$ cat config.mk
export PLATFORM = sky130hd
export DESIGN_NAME = codec_serial_port
export DESIGN_NICKNAME = d
export VERILOG_FILES = /design/src/rtl/codec_port_pkg.sv /design/src/rtl/codec_serial_port.sv /design/src/rtl/sample_fifo.sv
export SDC_FILE = /design/constraint.sdc
export NUM_CORES = 1
export LEC_CHECK = 0
export BUFFER_PORTS_ARGS = -buffer_cell sky130_fd_sc_hd__buf_2
export CORE_MARGIN = 1.5
export CORE_UTILIZATION = 60
export DETAILED_ROUTE_END_ITERATION = 7
export GPL_TIMING_DRIVEN = 0
export PLACE_DENSITY = 0.79
export SLEW_MARGIN = 20
export SYNTH_ARGS = -nofsm -noshare
export SYNTH_HDL_FRONTEND = slang
export SYNTH_HIERARCHICAL = 1
export SYNTH_SLANG_ARGS = --single-unit
$ cat constraint.sdc
create_clock -name clk_sys -period 4.4 [get_ports clk_sys]
set_input_delay 0.44 -clock clk_sys [delete_from_list [all_inputs] [get_ports clk_sys]]
set_output_delay 0.44 -clock clk_sys [all_outputs]
set_load 0.05 [all_outputs]
$ cat src/rtl/codec_port_pkg.sv
package codec_port_pkg;

  // Link word geometry
  localparam int WORD_BITS        = 16;
  localparam int WORDS_PER_PERIOD = 2;
  localparam int MAX_CASCADE      = 4;
  localparam int MAX_FWD_WORDS    = WORDS_PER_PERIOD * (MAX_CASCADE - 1);

  // Bit clock: half period in clk_sys cycles (200 MHz system clock)
  localparam int SYS_CLK_MHZ      = 200;
  localparam int SCLK_HALF_NS     = 25;
  localparam int SCLK_HALF_CYCLES = (SCLK_HALF_NS * SYS_CLK_MHZ + 999) / 1000;

  // Control word fields
  localparam int CTRL_FLAG_POS    = 15;
  localparam int CTRL_START_POS   = 8;
  localparam int CTRL_SRESET_POS  = 7;

  // Reset values
  localparam logic [15:0] SAMPLE_RESET = 16'h0000;
  localparam int          FIFO_DEPTH   = 8;

  // One word as it travels on the serial link
  typedef struct packed {
    logic        ctrl;
    logic [14:0] body;
  } link_word_t;

  // Converter word handed to the user side
  typedef struct packed {
    logic        chan;
    logic [15:0] data;
  } conv_word_t;

  typedef enum logic [1:0] {
    TX_IDLE  = 2'b00,
    TX_FRAME = 2'b01,
    TX_SHIFT = 2'b10
  } tx_state_t;

endpackage

$ cat src/rtl/codec_serial_port.sv
`timescale 1ns/1ps
`default_nettype none
module codec_serial_port
  import codec_port_pkg::*;
#(
  parameter int SCLK_HALF = SCLK_HALF_CYCLES,
  parameter int FDEPTH    = FIFO_DEPTH
) (
  input  wire logic        clk_sys,
  input  wire logic        rst,
  input  wire logic        port_enable,
  input  wire logic        sample_tick,
  input  wire logic [15:0] adc_data,
  input  wire logic        adc_valid,
  output logic             adc_ready,
  output logic             bit_clock,
  output logic             output_data_line,
  output logic             output_frame_pulse,
  input  wire logic        input_data_line,
  input  wire logic        input_frame_pulse,
  output conv_word_t       dac_word,
  output logic             dac_valid,
  output logic [15:0]      ctrl_word,
  output logic             ctrl_valid,
  output logic             converting,
  output logic             soft_reset
);
  localparam int DW = $clog2(SCLK_HALF + 1);
  // Pin synchronisers
  logic pe_s1_ff, pe_s2_ff;
  logic din_s1_ff, din_s2_ff;
  logic dfs_s1_ff, dfs_s2_ff;
  // Bit clock divider
  logic [DW-1:0] div_ff;
  logic          sclk_ff;
  // Transmit side
  tx_state_t     tx_state_ff;
  link_word_t    tx_sh_ff;
  logic [3:0]    tx_cnt_ff;
  logic          dout_ff;
  logic          fs_out_ff;
  logic [1:0]    own_left_ff;
  link_word_t    fwd_word_ff;
  logic          fwd_full_ff;
  logic [2:0]    fwd_cnt_ff;
  // Receive side
  logic          rx_act_ff;
  logic [3:0]    rx_cnt_ff;
  logic [14:0]   rx_sh_ff;
  logic [1:0]    dac_cnt_ff;
  logic          run_ff;
  logic          srst_ff;
  conv_word_t    dac_word_ff;
  logic          dac_valid_ff;
  logic [15:0]   ctrl_word_ff;
  logic          ctrl_valid_ff;
  // FIFO read side
  wire [15:0]    fifo_data;
  wire           fifo_valid;
  // Edge decode of our own bit clock; it only toggles while enabled
  wire           pe_on     = pe_s2_ff;
  wire           div_done  = (div_ff == DW'(SCLK_HALF - 1));
  wire           toggle    = pe_on && div_done;
  wire           sclk_rise = toggle && !sclk_ff;
  wire           sclk_fall = toggle && sclk_ff;
  // Transmit source selection: own samples first, then forwarded words
  wire           tx_start  = sclk_rise && (tx_state_ff == TX_IDLE);
  wire           own_go    = tx_start && (own_left_ff != 2'd0);
  wire           fwd_go    = tx_start && !own_go && fwd_full_ff;
  wire           fifo_pop  = own_go && fifo_valid;
  wire [15:0]    own_word  = fifo_valid ? fifo_data : SAMPLE_RESET;
  wire           tx_last   = (tx_cnt_ff == 4'd15);
  // Receive word completion and classification
  wire           rx_done   = sclk_fall && rx_act_ff && (rx_cnt_ff == 4'd15);
  wire [15:0]    rx_word   = {rx_sh_ff, din_s2_ff};
  wire           rx_ctrl   = rx_word[CTRL_FLAG_POS];
  wire           rx_start  = rx_done && rx_ctrl && rx_word[CTRL_START_POS];
  wire           rx_sreset = rx_done && rx_ctrl && rx_word[CTRL_SRESET_POS];
  wire           rx_dac    = rx_done && !rx_ctrl && run_ff &&
                             (dac_cnt_ff != 2'(WORDS_PER_PERIOD));
  wire           rx_fwd    = rx_done && !rx_ctrl && !rx_dac &&
                             (fwd_cnt_ff != 3'(MAX_FWD_WORDS));
  sample_fifo #(
    .WIDTH (WORD_BITS),
    .DEPTH (FDEPTH)
  ) u_adc_fifo (
    .clk_sys  (clk_sys),
    .rst      (rst),
    .wr_data  (adc_data),
    .wr_valid (adc_valid),
    .wr_ready (adc_ready),
    .rd_data  (fifo_data),
    .rd_valid (fifo_valid),
    .rd_ready (fifo_pop)
  );

  assign bit_clock          = sclk_ff;
  assign output_data_line   = dout_ff;
  assign output_frame_pulse = fs_out_ff;
  assign dac_word           = dac_word_ff;
  assign dac_valid          = dac_valid_ff;
  assign ctrl_word          = ctrl_word_ff;
  assign ctrl_valid         = ctrl_valid_ff;
  assign converting         = run_ff;
  assign soft_reset         = srst_ff;

  // Two flops on the enable and serial input pins before any logic looks at them
  always_ff @(posedge clk_sys or posedge rst) begin
    if (rst) begin
      pe_s1_ff  <= 1'b0;
      pe_s2_ff  <= 1'b0;
      din_s1_ff <= 1'b0;
      din_s2_ff <= 1'b0;
      dfs_s1_ff <= 1'b0;
      dfs_s2_ff <= 1'b0;
    end else begin
      pe_s1_ff  <= port_enable;
      pe_s2_ff  <= pe_s1_ff;
      din_s1_ff <= input_data_line;
      din_s2_ff <= din_s1_ff;
      dfs_s1_ff <= input_frame_pulse;
      dfs_s2_ff <= dfs_s1_ff;
    end
  end

  // Divider depends only on reset and enable, so chained codecs keep phase
  always_ff @(posedge clk_sys or posedge rst) begin
    if (rst) begin
      div_ff  <= '0;
      sclk_ff <= 1'b0;
    end else if (!pe_on) begin
      div_ff  <= '0;
      sclk_ff <= 1'b0;
    end else begin
      div_ff  <= div_done ? '0 : div_ff + 1'b1;
      sclk_ff <= sclk_ff ^ div_done;
    end
  end

  // Transmit state machine; outputs change on bit clock rising edges
  always_ff @(posedge clk_sys or posedge rst) begin
    if (rst) begin
      tx_state_ff <= TX_IDLE;
      tx_sh_ff    <= '0;
      tx_cnt_ff   <= '0;
      dout_ff     <= 1'b0;
      fs_out_ff   <= 1'b0;
    end else if (!pe_on) begin
      tx_state_ff <= TX_IDLE;
      dout_ff     <= 1'b0;
      fs_out_ff   <= 1'b0;
    end else if (sclk_rise) begin
      unique case (tx_state_ff)
        TX_IDLE: begin
          dout_ff <= 1'b0;
          if (own_go || fwd_go) begin
            tx_sh_ff    <= own_go ? link_word_t'(own_word) : fwd_word_ff;
            fs_out_ff   <= 1'b1;
            tx_state_ff <= TX_FRAME;
          end
        end
        TX_FRAME: begin
          fs_out_ff   <= 1'b0;
          dout_ff     <= tx_sh_ff[15];
          tx_sh_ff    <= {tx_sh_ff[14:0], 1'b0};
          tx_cnt_ff   <= 4'd0;               // 15 more bits follow
          tx_state_ff <= TX_SHIFT;
        end
        TX_SHIFT: begin
          if (tx_last) begin
            dout_ff     <= 1'b0;
            tx_state_ff <= TX_IDLE;
          end else begin
            dout_ff   <= tx_sh_ff[15];
            tx_sh_ff  <= {tx_sh_ff[14:0], 1'b0};
            tx_cnt_ff <= tx_cnt_ff + 1'b1;
          end
        end
      endcase
    end
  end

  // Per period budget: two own samples, empty FIFO sends invalid zero
  always_ff @(posedge clk_sys or posedge rst) begin
    if (rst) begin
      own_left_ff <= '0;
      dac_cnt_ff  <= '0;
      fwd_cnt_ff  <= '0;
    end else if (rx_sreset) begin
      own_left_ff <= '0;
      dac_cnt_ff  <= '0;
      fwd_cnt_ff  <= '0;
    end else if (sample_tick && run_ff) begin
      own_left_ff <= 2'(WORDS_PER_PERIOD);
      dac_cnt_ff  <= '0;
      fwd_cnt_ff  <= '0;
    end else begin
      if (own_go) begin
        own_left_ff <= own_left_ff - 1'b1;
      end
      if (rx_dac) begin
        dac_cnt_ff <= dac_cnt_ff + 1'b1;
      end
      if (rx_fwd) begin
        fwd_cnt_ff <= fwd_cnt_ff + 1'b1;
      end
    end
  end

  // Words beyond our own two pass down the chain after our samples
  always_ff @(posedge clk_sys or posedge rst) begin
    if (rst) begin
      fwd_word_ff <= '0;
      fwd_full_ff <= 1'b0;
    end else if (rx_fwd) begin
      fwd_word_ff <= link_word_t'(rx_word);
      fwd_full_ff <= 1'b1;
    end else if (fwd_go || !pe_on) begin
      fwd_full_ff <= 1'b0;
    end
  end

  // Shift in on bit clock falls; frame in last bit starts next word
  always_ff @(posedge clk_sys or posedge rst) begin
    if (rst) begin
      rx_act_ff <= 1'b0;
      rx_cnt_ff <= '0;
      rx_sh_ff  <= '0;
    end else if (!pe_on) begin
      rx_act_ff <= 1'b0;
    end else if (sclk_fall) begin
      if ((!rx_act_ff || rx_done) && dfs_s2_ff) begin
        rx_act_ff <= 1'b1;
        rx_cnt_ff <= '0;
      end else if (rx_act_ff) begin
        rx_sh_ff  <= {rx_sh_ff[13:0], din_s2_ff};
        rx_cnt_ff <= rx_cnt_ff + 1'b1;
        rx_act_ff <= !rx_done;
      end
    end
  end

  // Control mode after reset; a start control word begins conversion
  always_ff @(posedge clk_sys or posedge rst) begin
    if (rst) begin
      run_ff  <= 1'b0;
      srst_ff <= 1'b0;
    end else begin
      srst_ff <= rx_sreset;
      if (rx_sreset) begin
        run_ff <= 1'b0;
      end else if (rx_start) begin
        run_ff <= 1'b1;
      end
    end
  end

  // Received words to user side as one cycle pulses
  always_ff @(posedge clk_sys or posedge rst) begin
    if (rst) begin
      dac_word_ff   <= '0;
      dac_valid_ff  <= 1'b0;
      ctrl_word_ff  <= '0;
      ctrl_valid_ff <= 1'b0;
    end else begin
      dac_valid_ff  <= rx_dac;
      ctrl_valid_ff <= rx_done && rx_ctrl;
      if (rx_dac) begin
        dac_word_ff <= '{chan: dac_cnt_ff[0], data: rx_word};
      end
      if (rx_done && rx_ctrl) begin
        ctrl_word_ff <= rx_word;
      end
    end
  end

endmodule
`default_nettype wire

$ cat src/rtl/sample_fifo.sv
`timescale 1ns/1ps
`default_nettype none

module sample_fifo #(
  parameter int WIDTH = 16,
  parameter int DEPTH = 8
) (
  input  wire logic             clk_sys,
  input  wire logic             rst,
  input  wire logic [WIDTH-1:0] wr_data,
  input  wire logic             wr_valid,
  output logic                  wr_ready,
  output logic      [WIDTH-1:0] rd_data,
  output logic                  rd_valid,
  input  wire logic             rd_ready
);
  localparam int AW = $clog2(DEPTH);

  logic [WIDTH-1:0] mem [DEPTH];
  logic [AW-1:0]    wr_ptr_ff;
  logic [AW-1:0]    rd_ptr_ff;
  logic [AW:0]      count_ff;
  wire              push;
  wire              pop;

  // Honest flags: full and empty come straight from the word count
  assign wr_ready = (count_ff != (AW+1)'(DEPTH));
  assign rd_valid = (count_ff != '0);
  assign push     = wr_valid && wr_ready;
  assign pop      = rd_valid && rd_ready;
  assign rd_data  = mem[rd_ptr_ff];

  // Pointers wrap at DEPTH so non power of two depths still work
  always_ff @(posedge clk_sys or posedge rst) begin
    if (rst) begin
      wr_ptr_ff <= '0;
      rd_ptr_ff <= '0;
      count_ff  <= '0;
    end else begin
      if (push) begin
        wr_ptr_ff <= (wr_ptr_ff == AW'(DEPTH-1)) ? '0 : wr_ptr_ff + 1'b1;
      end
      if (pop) begin
        rd_ptr_ff <= (rd_ptr_ff == AW'(DEPTH-1)) ? '0 : rd_ptr_ff + 1'b1;
      end
      if (push && !pop) begin
        count_ff <= count_ff + 1'b1;
      end else if (pop && !push) begin
        count_ff <= count_ff - 1'b1;
      end
    end
  end

  // Storage has no reset; contents are only read behind rd_valid
  always_ff @(posedge clk_sys) begin
    if (push) begin
      mem[wr_ptr_ff] <= wr_data;
    end
  end

endmodule

`default_nettype wire
==> implementation parameters <==
Parameter                              Value

Synth
  Total number of yosys warnings    6
  Mean Syn Cell Area    16.0 sq um
  FFs w/ async S/R, synth    0.494
  Gate count of the mapped netlist    666
  Combined area of all synthesized cells    10700 sq um
  Sequential element share of the synthesized area    0.652
  Post-Synthesis Net Count    709
  Most common flop cell mapped by yosys    sky130_fd_sc_hd__edfxtp_1
  Synthesis-stage register bit count    253
  Count of distinct cell types in the synthesized netlist    57
  Post-synth EDFFs    128

Cells and area
  Proportion of layout cells with a drive suffix above 1    0.311
  Synthesis-to-layout area growth    15.6%
  Number of fillers in the final layout    1136
  Count of nets after finishing    815
  Post-Route Utilization    0.712
  Antenna Cells    0
  Leading cell type in the layout, fill and taps excluded    sky130_fd_sc_hd__edfxtp_1
  Final standard cell area without fillers    12400 sq um
  Most frequent cells in the layout    sky130_fd_sc_hd__edfxtp_1, sky130_fd_sc_hd__dfrtp_1, sky130_fd_sc_hd__mux2_2

Timing
  Unrepaired setup endpoints after global routing    false
  Ratio of final minimum period to clock period    0.774
  Hold violation total from the final report    0
  Number of max-slew violations in the final report    0
  Max Clk Rate    0.294 GHz
  Remaining max-slew budget at the tightest pin    0.517
  Total of endpoints with negative setup slack in the final report    0
  Minimum hold slack    0.0163 ns
  Final worst path period need    3.41 ns
  Transition time at the pin with the least slew margin    0.724 ns
  Worst clock skew    0.00788 ns

Routing
  Mean routed wirelength per cell    21.0 microns
  Average vias per placed instance    6.04
  Number of remaining DRC errors    0
  Total wire length    21300 microns
  Vias post-DR    6126
  Remaining number of nets flagged by the antenna check after routing    0
  1st-iter DRT viols    546
  Detailed-router iteration count before antenna repair    5

Floorplanning
  Die X    136 microns
  Core Area    17400 sq um
  Site Rows    48
  Starting density of the core    0.616
  Die span in y    136 microns
  Die Footprint    18600 sq um
  Total I/O pin count    64

Power
  Part of the power in the clock network    0.364
  Power density normalized to cell area    501 nW/um^2
  Proportion of power drawn by combinational gates    0.176
  Sequential group share of total power    0.460
  Internal Pwr Total    0.00461 W
  Total net switching power    0.00158 W
  Leakage power of the design    5.32 nW
  Switching share of power    0.255
  Worst IR Drop VDD    0.000436 V
  Overall power    0.00619 W

Place
  Area after detailed placement    11500 sq um
  Weighted congestion reported at the end of routability-driven placement    0.860
  Total half-perimeter wirelength after legalization and detailed placement    14700 microns
  I/O Buffers    63

Clock network
  Clock-pin slew of the registers on the worst-case setup and hold paths    0.06 ns
  Number of instances resized during post-cts repair    0
  TritonCTS clock tree    built
  Root Buffer    sky130_fd_sc_hd__clkbuf_16
  CTS Hold Bufs    1
  Maximum count of clock buffers along a single path    3
  Cts bufs inserted    25
  Postcts setup bufs    0
  Clock Latency Late Sink    0.53 ns
  H-tree lvl count    1
  Total clock sinks    253

Setup path
  Combined buffer and inverter count along the critical path    4
  Startpoint type of the worst setup path    register
  Series of cell instances along the critical path    inv_1, ha_1, and4b_2, buf_2, buf_2, and3_1, nand2_1, ha_1, inv_1, ha_1, or4_1, nand3_1, o221ai_1
  Critical Path Max Stage Delay    0.52 ns
  Largest fanout on the critical path    10
  Critical-path top delay cell    sky130_fd_sc_hd__or4_1
  CP most frequent cell    sky130_fd_sc_hd__ha_1
  Top delay family on crit path    simple AND/OR/NAND/NOR gates
  Data required time at the worst endpoint    4.80 ns
  WS Path Type    reg2reg
  Setup crit end kind    register
  WP data arrival    3.81 ns

Global routing
  Via count of the first global-routing pass    6411
  Pin count of the biggest net entering global routing    66
  Grt total ovfl    0
  Wire length of the first global-routing pass    33900 microns
  Overall Global Routing Usage    0.239
  Initial antenna violation count    0

Status
  Status    completed

Job
  Max_cap viols    0

Hold path
  Worst hold path class    in2reg
## through the flow
step	cells	TNS, ns	setup WS (ns)
after floorplan	666	0	0.916
after global placement	954	-18.62	-0.168
after detailed placement	969	0	1.04
after CTS	1015	0	0.997
after global routing	1015	0	0.725
final	1015	0	0.994
## synth_stat cells (5+ instances only)
library cell / count / area share
sky130_fd_sc_hd__ha_1: 19 / 0.022
sky130_fd_sc_hd__mux4_1: 29 / 0.071
sky130_fd_sc_hd__buf_2: 14 / 0.0066
sky130_fd_sc_hd__a22o_1: 5 / 0.0041
sky130_fd_sc_hd__inv_1: 20 / 0.0070
sky130_fd_sc_hd__clkbuf_1: 14 / 0.0049
sky130_fd_sc_hd__nand4_1: 5 / 0.0029
sky130_fd_sc_hd__nor2b_1: 19 / 0.011
sky130_fd_sc_hd__edfxtp_1: 128 / 0.36
sky130_fd_sc_hd__o31ai_1: 17 / 0.012
sky130_fd_sc_hd__mux2i_1: 5 / 0.0047
sky130_fd_sc_hd__nand3_1: 8 / 0.0037
sky130_fd_sc_hd__o21ai_0: 10 / 0.0047
sky130_fd_sc_hd__a41o_1: 15 / 0.014
sky130_fd_sc_hd__nand2_1: 34 / 0.012
sky130_fd_sc_hd__nor2_1: 15 / 0.0053
sky130_fd_sc_hd__a21oi_1: 25 / 0.012
sky130_fd_sc_hd__mux2_2: 85 / 0.090
sky130_fd_sc_hd__dfrtp_1: 125 / 0.29
sky130_fd_sc_hd__nor3_1: 9 / 0.0042
## power groups by stage
stage	sequential (W)	clock, W	combinational [W]
6_report	0.00284	0.00225	0.00109
5_1_grt	0.00287	0.00238	0.00118
4_1_cts	0.00284	0.00229	0.00110
3_5_place_dp	0.00289	0	0.00109
3_3_place_gp	0.00287	0	0.000982
2_1_floorplan	0.00286	0	0.000754
## cell families (layout without fill, tap and decap cells)
family                   Yosys count  in the layout  share of synthesized area
flip-flops                       253            253                      0.652
AND/OR/NAND/NOR                  127            127                     0.0665
multiplexers                     122            122                      0.172
AO/OA/AOI/OAI                     86             86                     0.0568
buffers and inverters             54            178                     0.0253
adder cells (fa/ha/maj)           20             20                     0.0241
XOR/XNOR                           4              4                    0.00328
## metal layers
metal  global-route usage  vias up  part of all wire
met3               0.0403       34             0.046
met4               0.0680        0             0.022
met5                    0        -                 0
met2                0.428      177              0.52
met1                0.300     3131              0.41
li1                     -     2784                 -
## cell type report
type                            instances  area [sq um]  area share
Clock buffer                           27           643      0.0521
Multi-Input combinational cell        359          3480       0.282
Inverter                               20          80.1     0.00648
Tap cell                              225           282      0.0228
Clock inverter                         18           234      0.0189
Timing Repair Buffer                   79           468      0.0379
Sequential cell                       253          6970       0.564
Buffer                                 34           195      0.0158
## worst paths after layout
path	from	to	slack, ns	cells after the start
min in group asynchronous	rst	u_adc_fifo/rd_ptr_ff[0]	0.48	3
min reg2reg	pe_s1_ff	pe_on	0.36	0
min	input_data_line	din_s1_ff	0.02	1
max	div_ff[0]	u_adc_fifo/count_ff[3]	0.99	13
max reg2reg	div_ff[0]	u_adc_fifo/count_ff[3]	0.99	13
max in group asynchronous	rst	dac_word[16]	3.25	4
## registers in the layout (all words and copies together) (netlist names), 4 cells and up
register             count
ctrl_word               16
dac_word                17
fwd_word_ff             16
rx_cnt_ff                4
rx_sh_ff                15
tx_cnt_ff                4
tx_sh_ff                16
u_adc_fifo/count_ff      4
u_adc_fifo/mem         128
(Power assumes the default switching activity.)
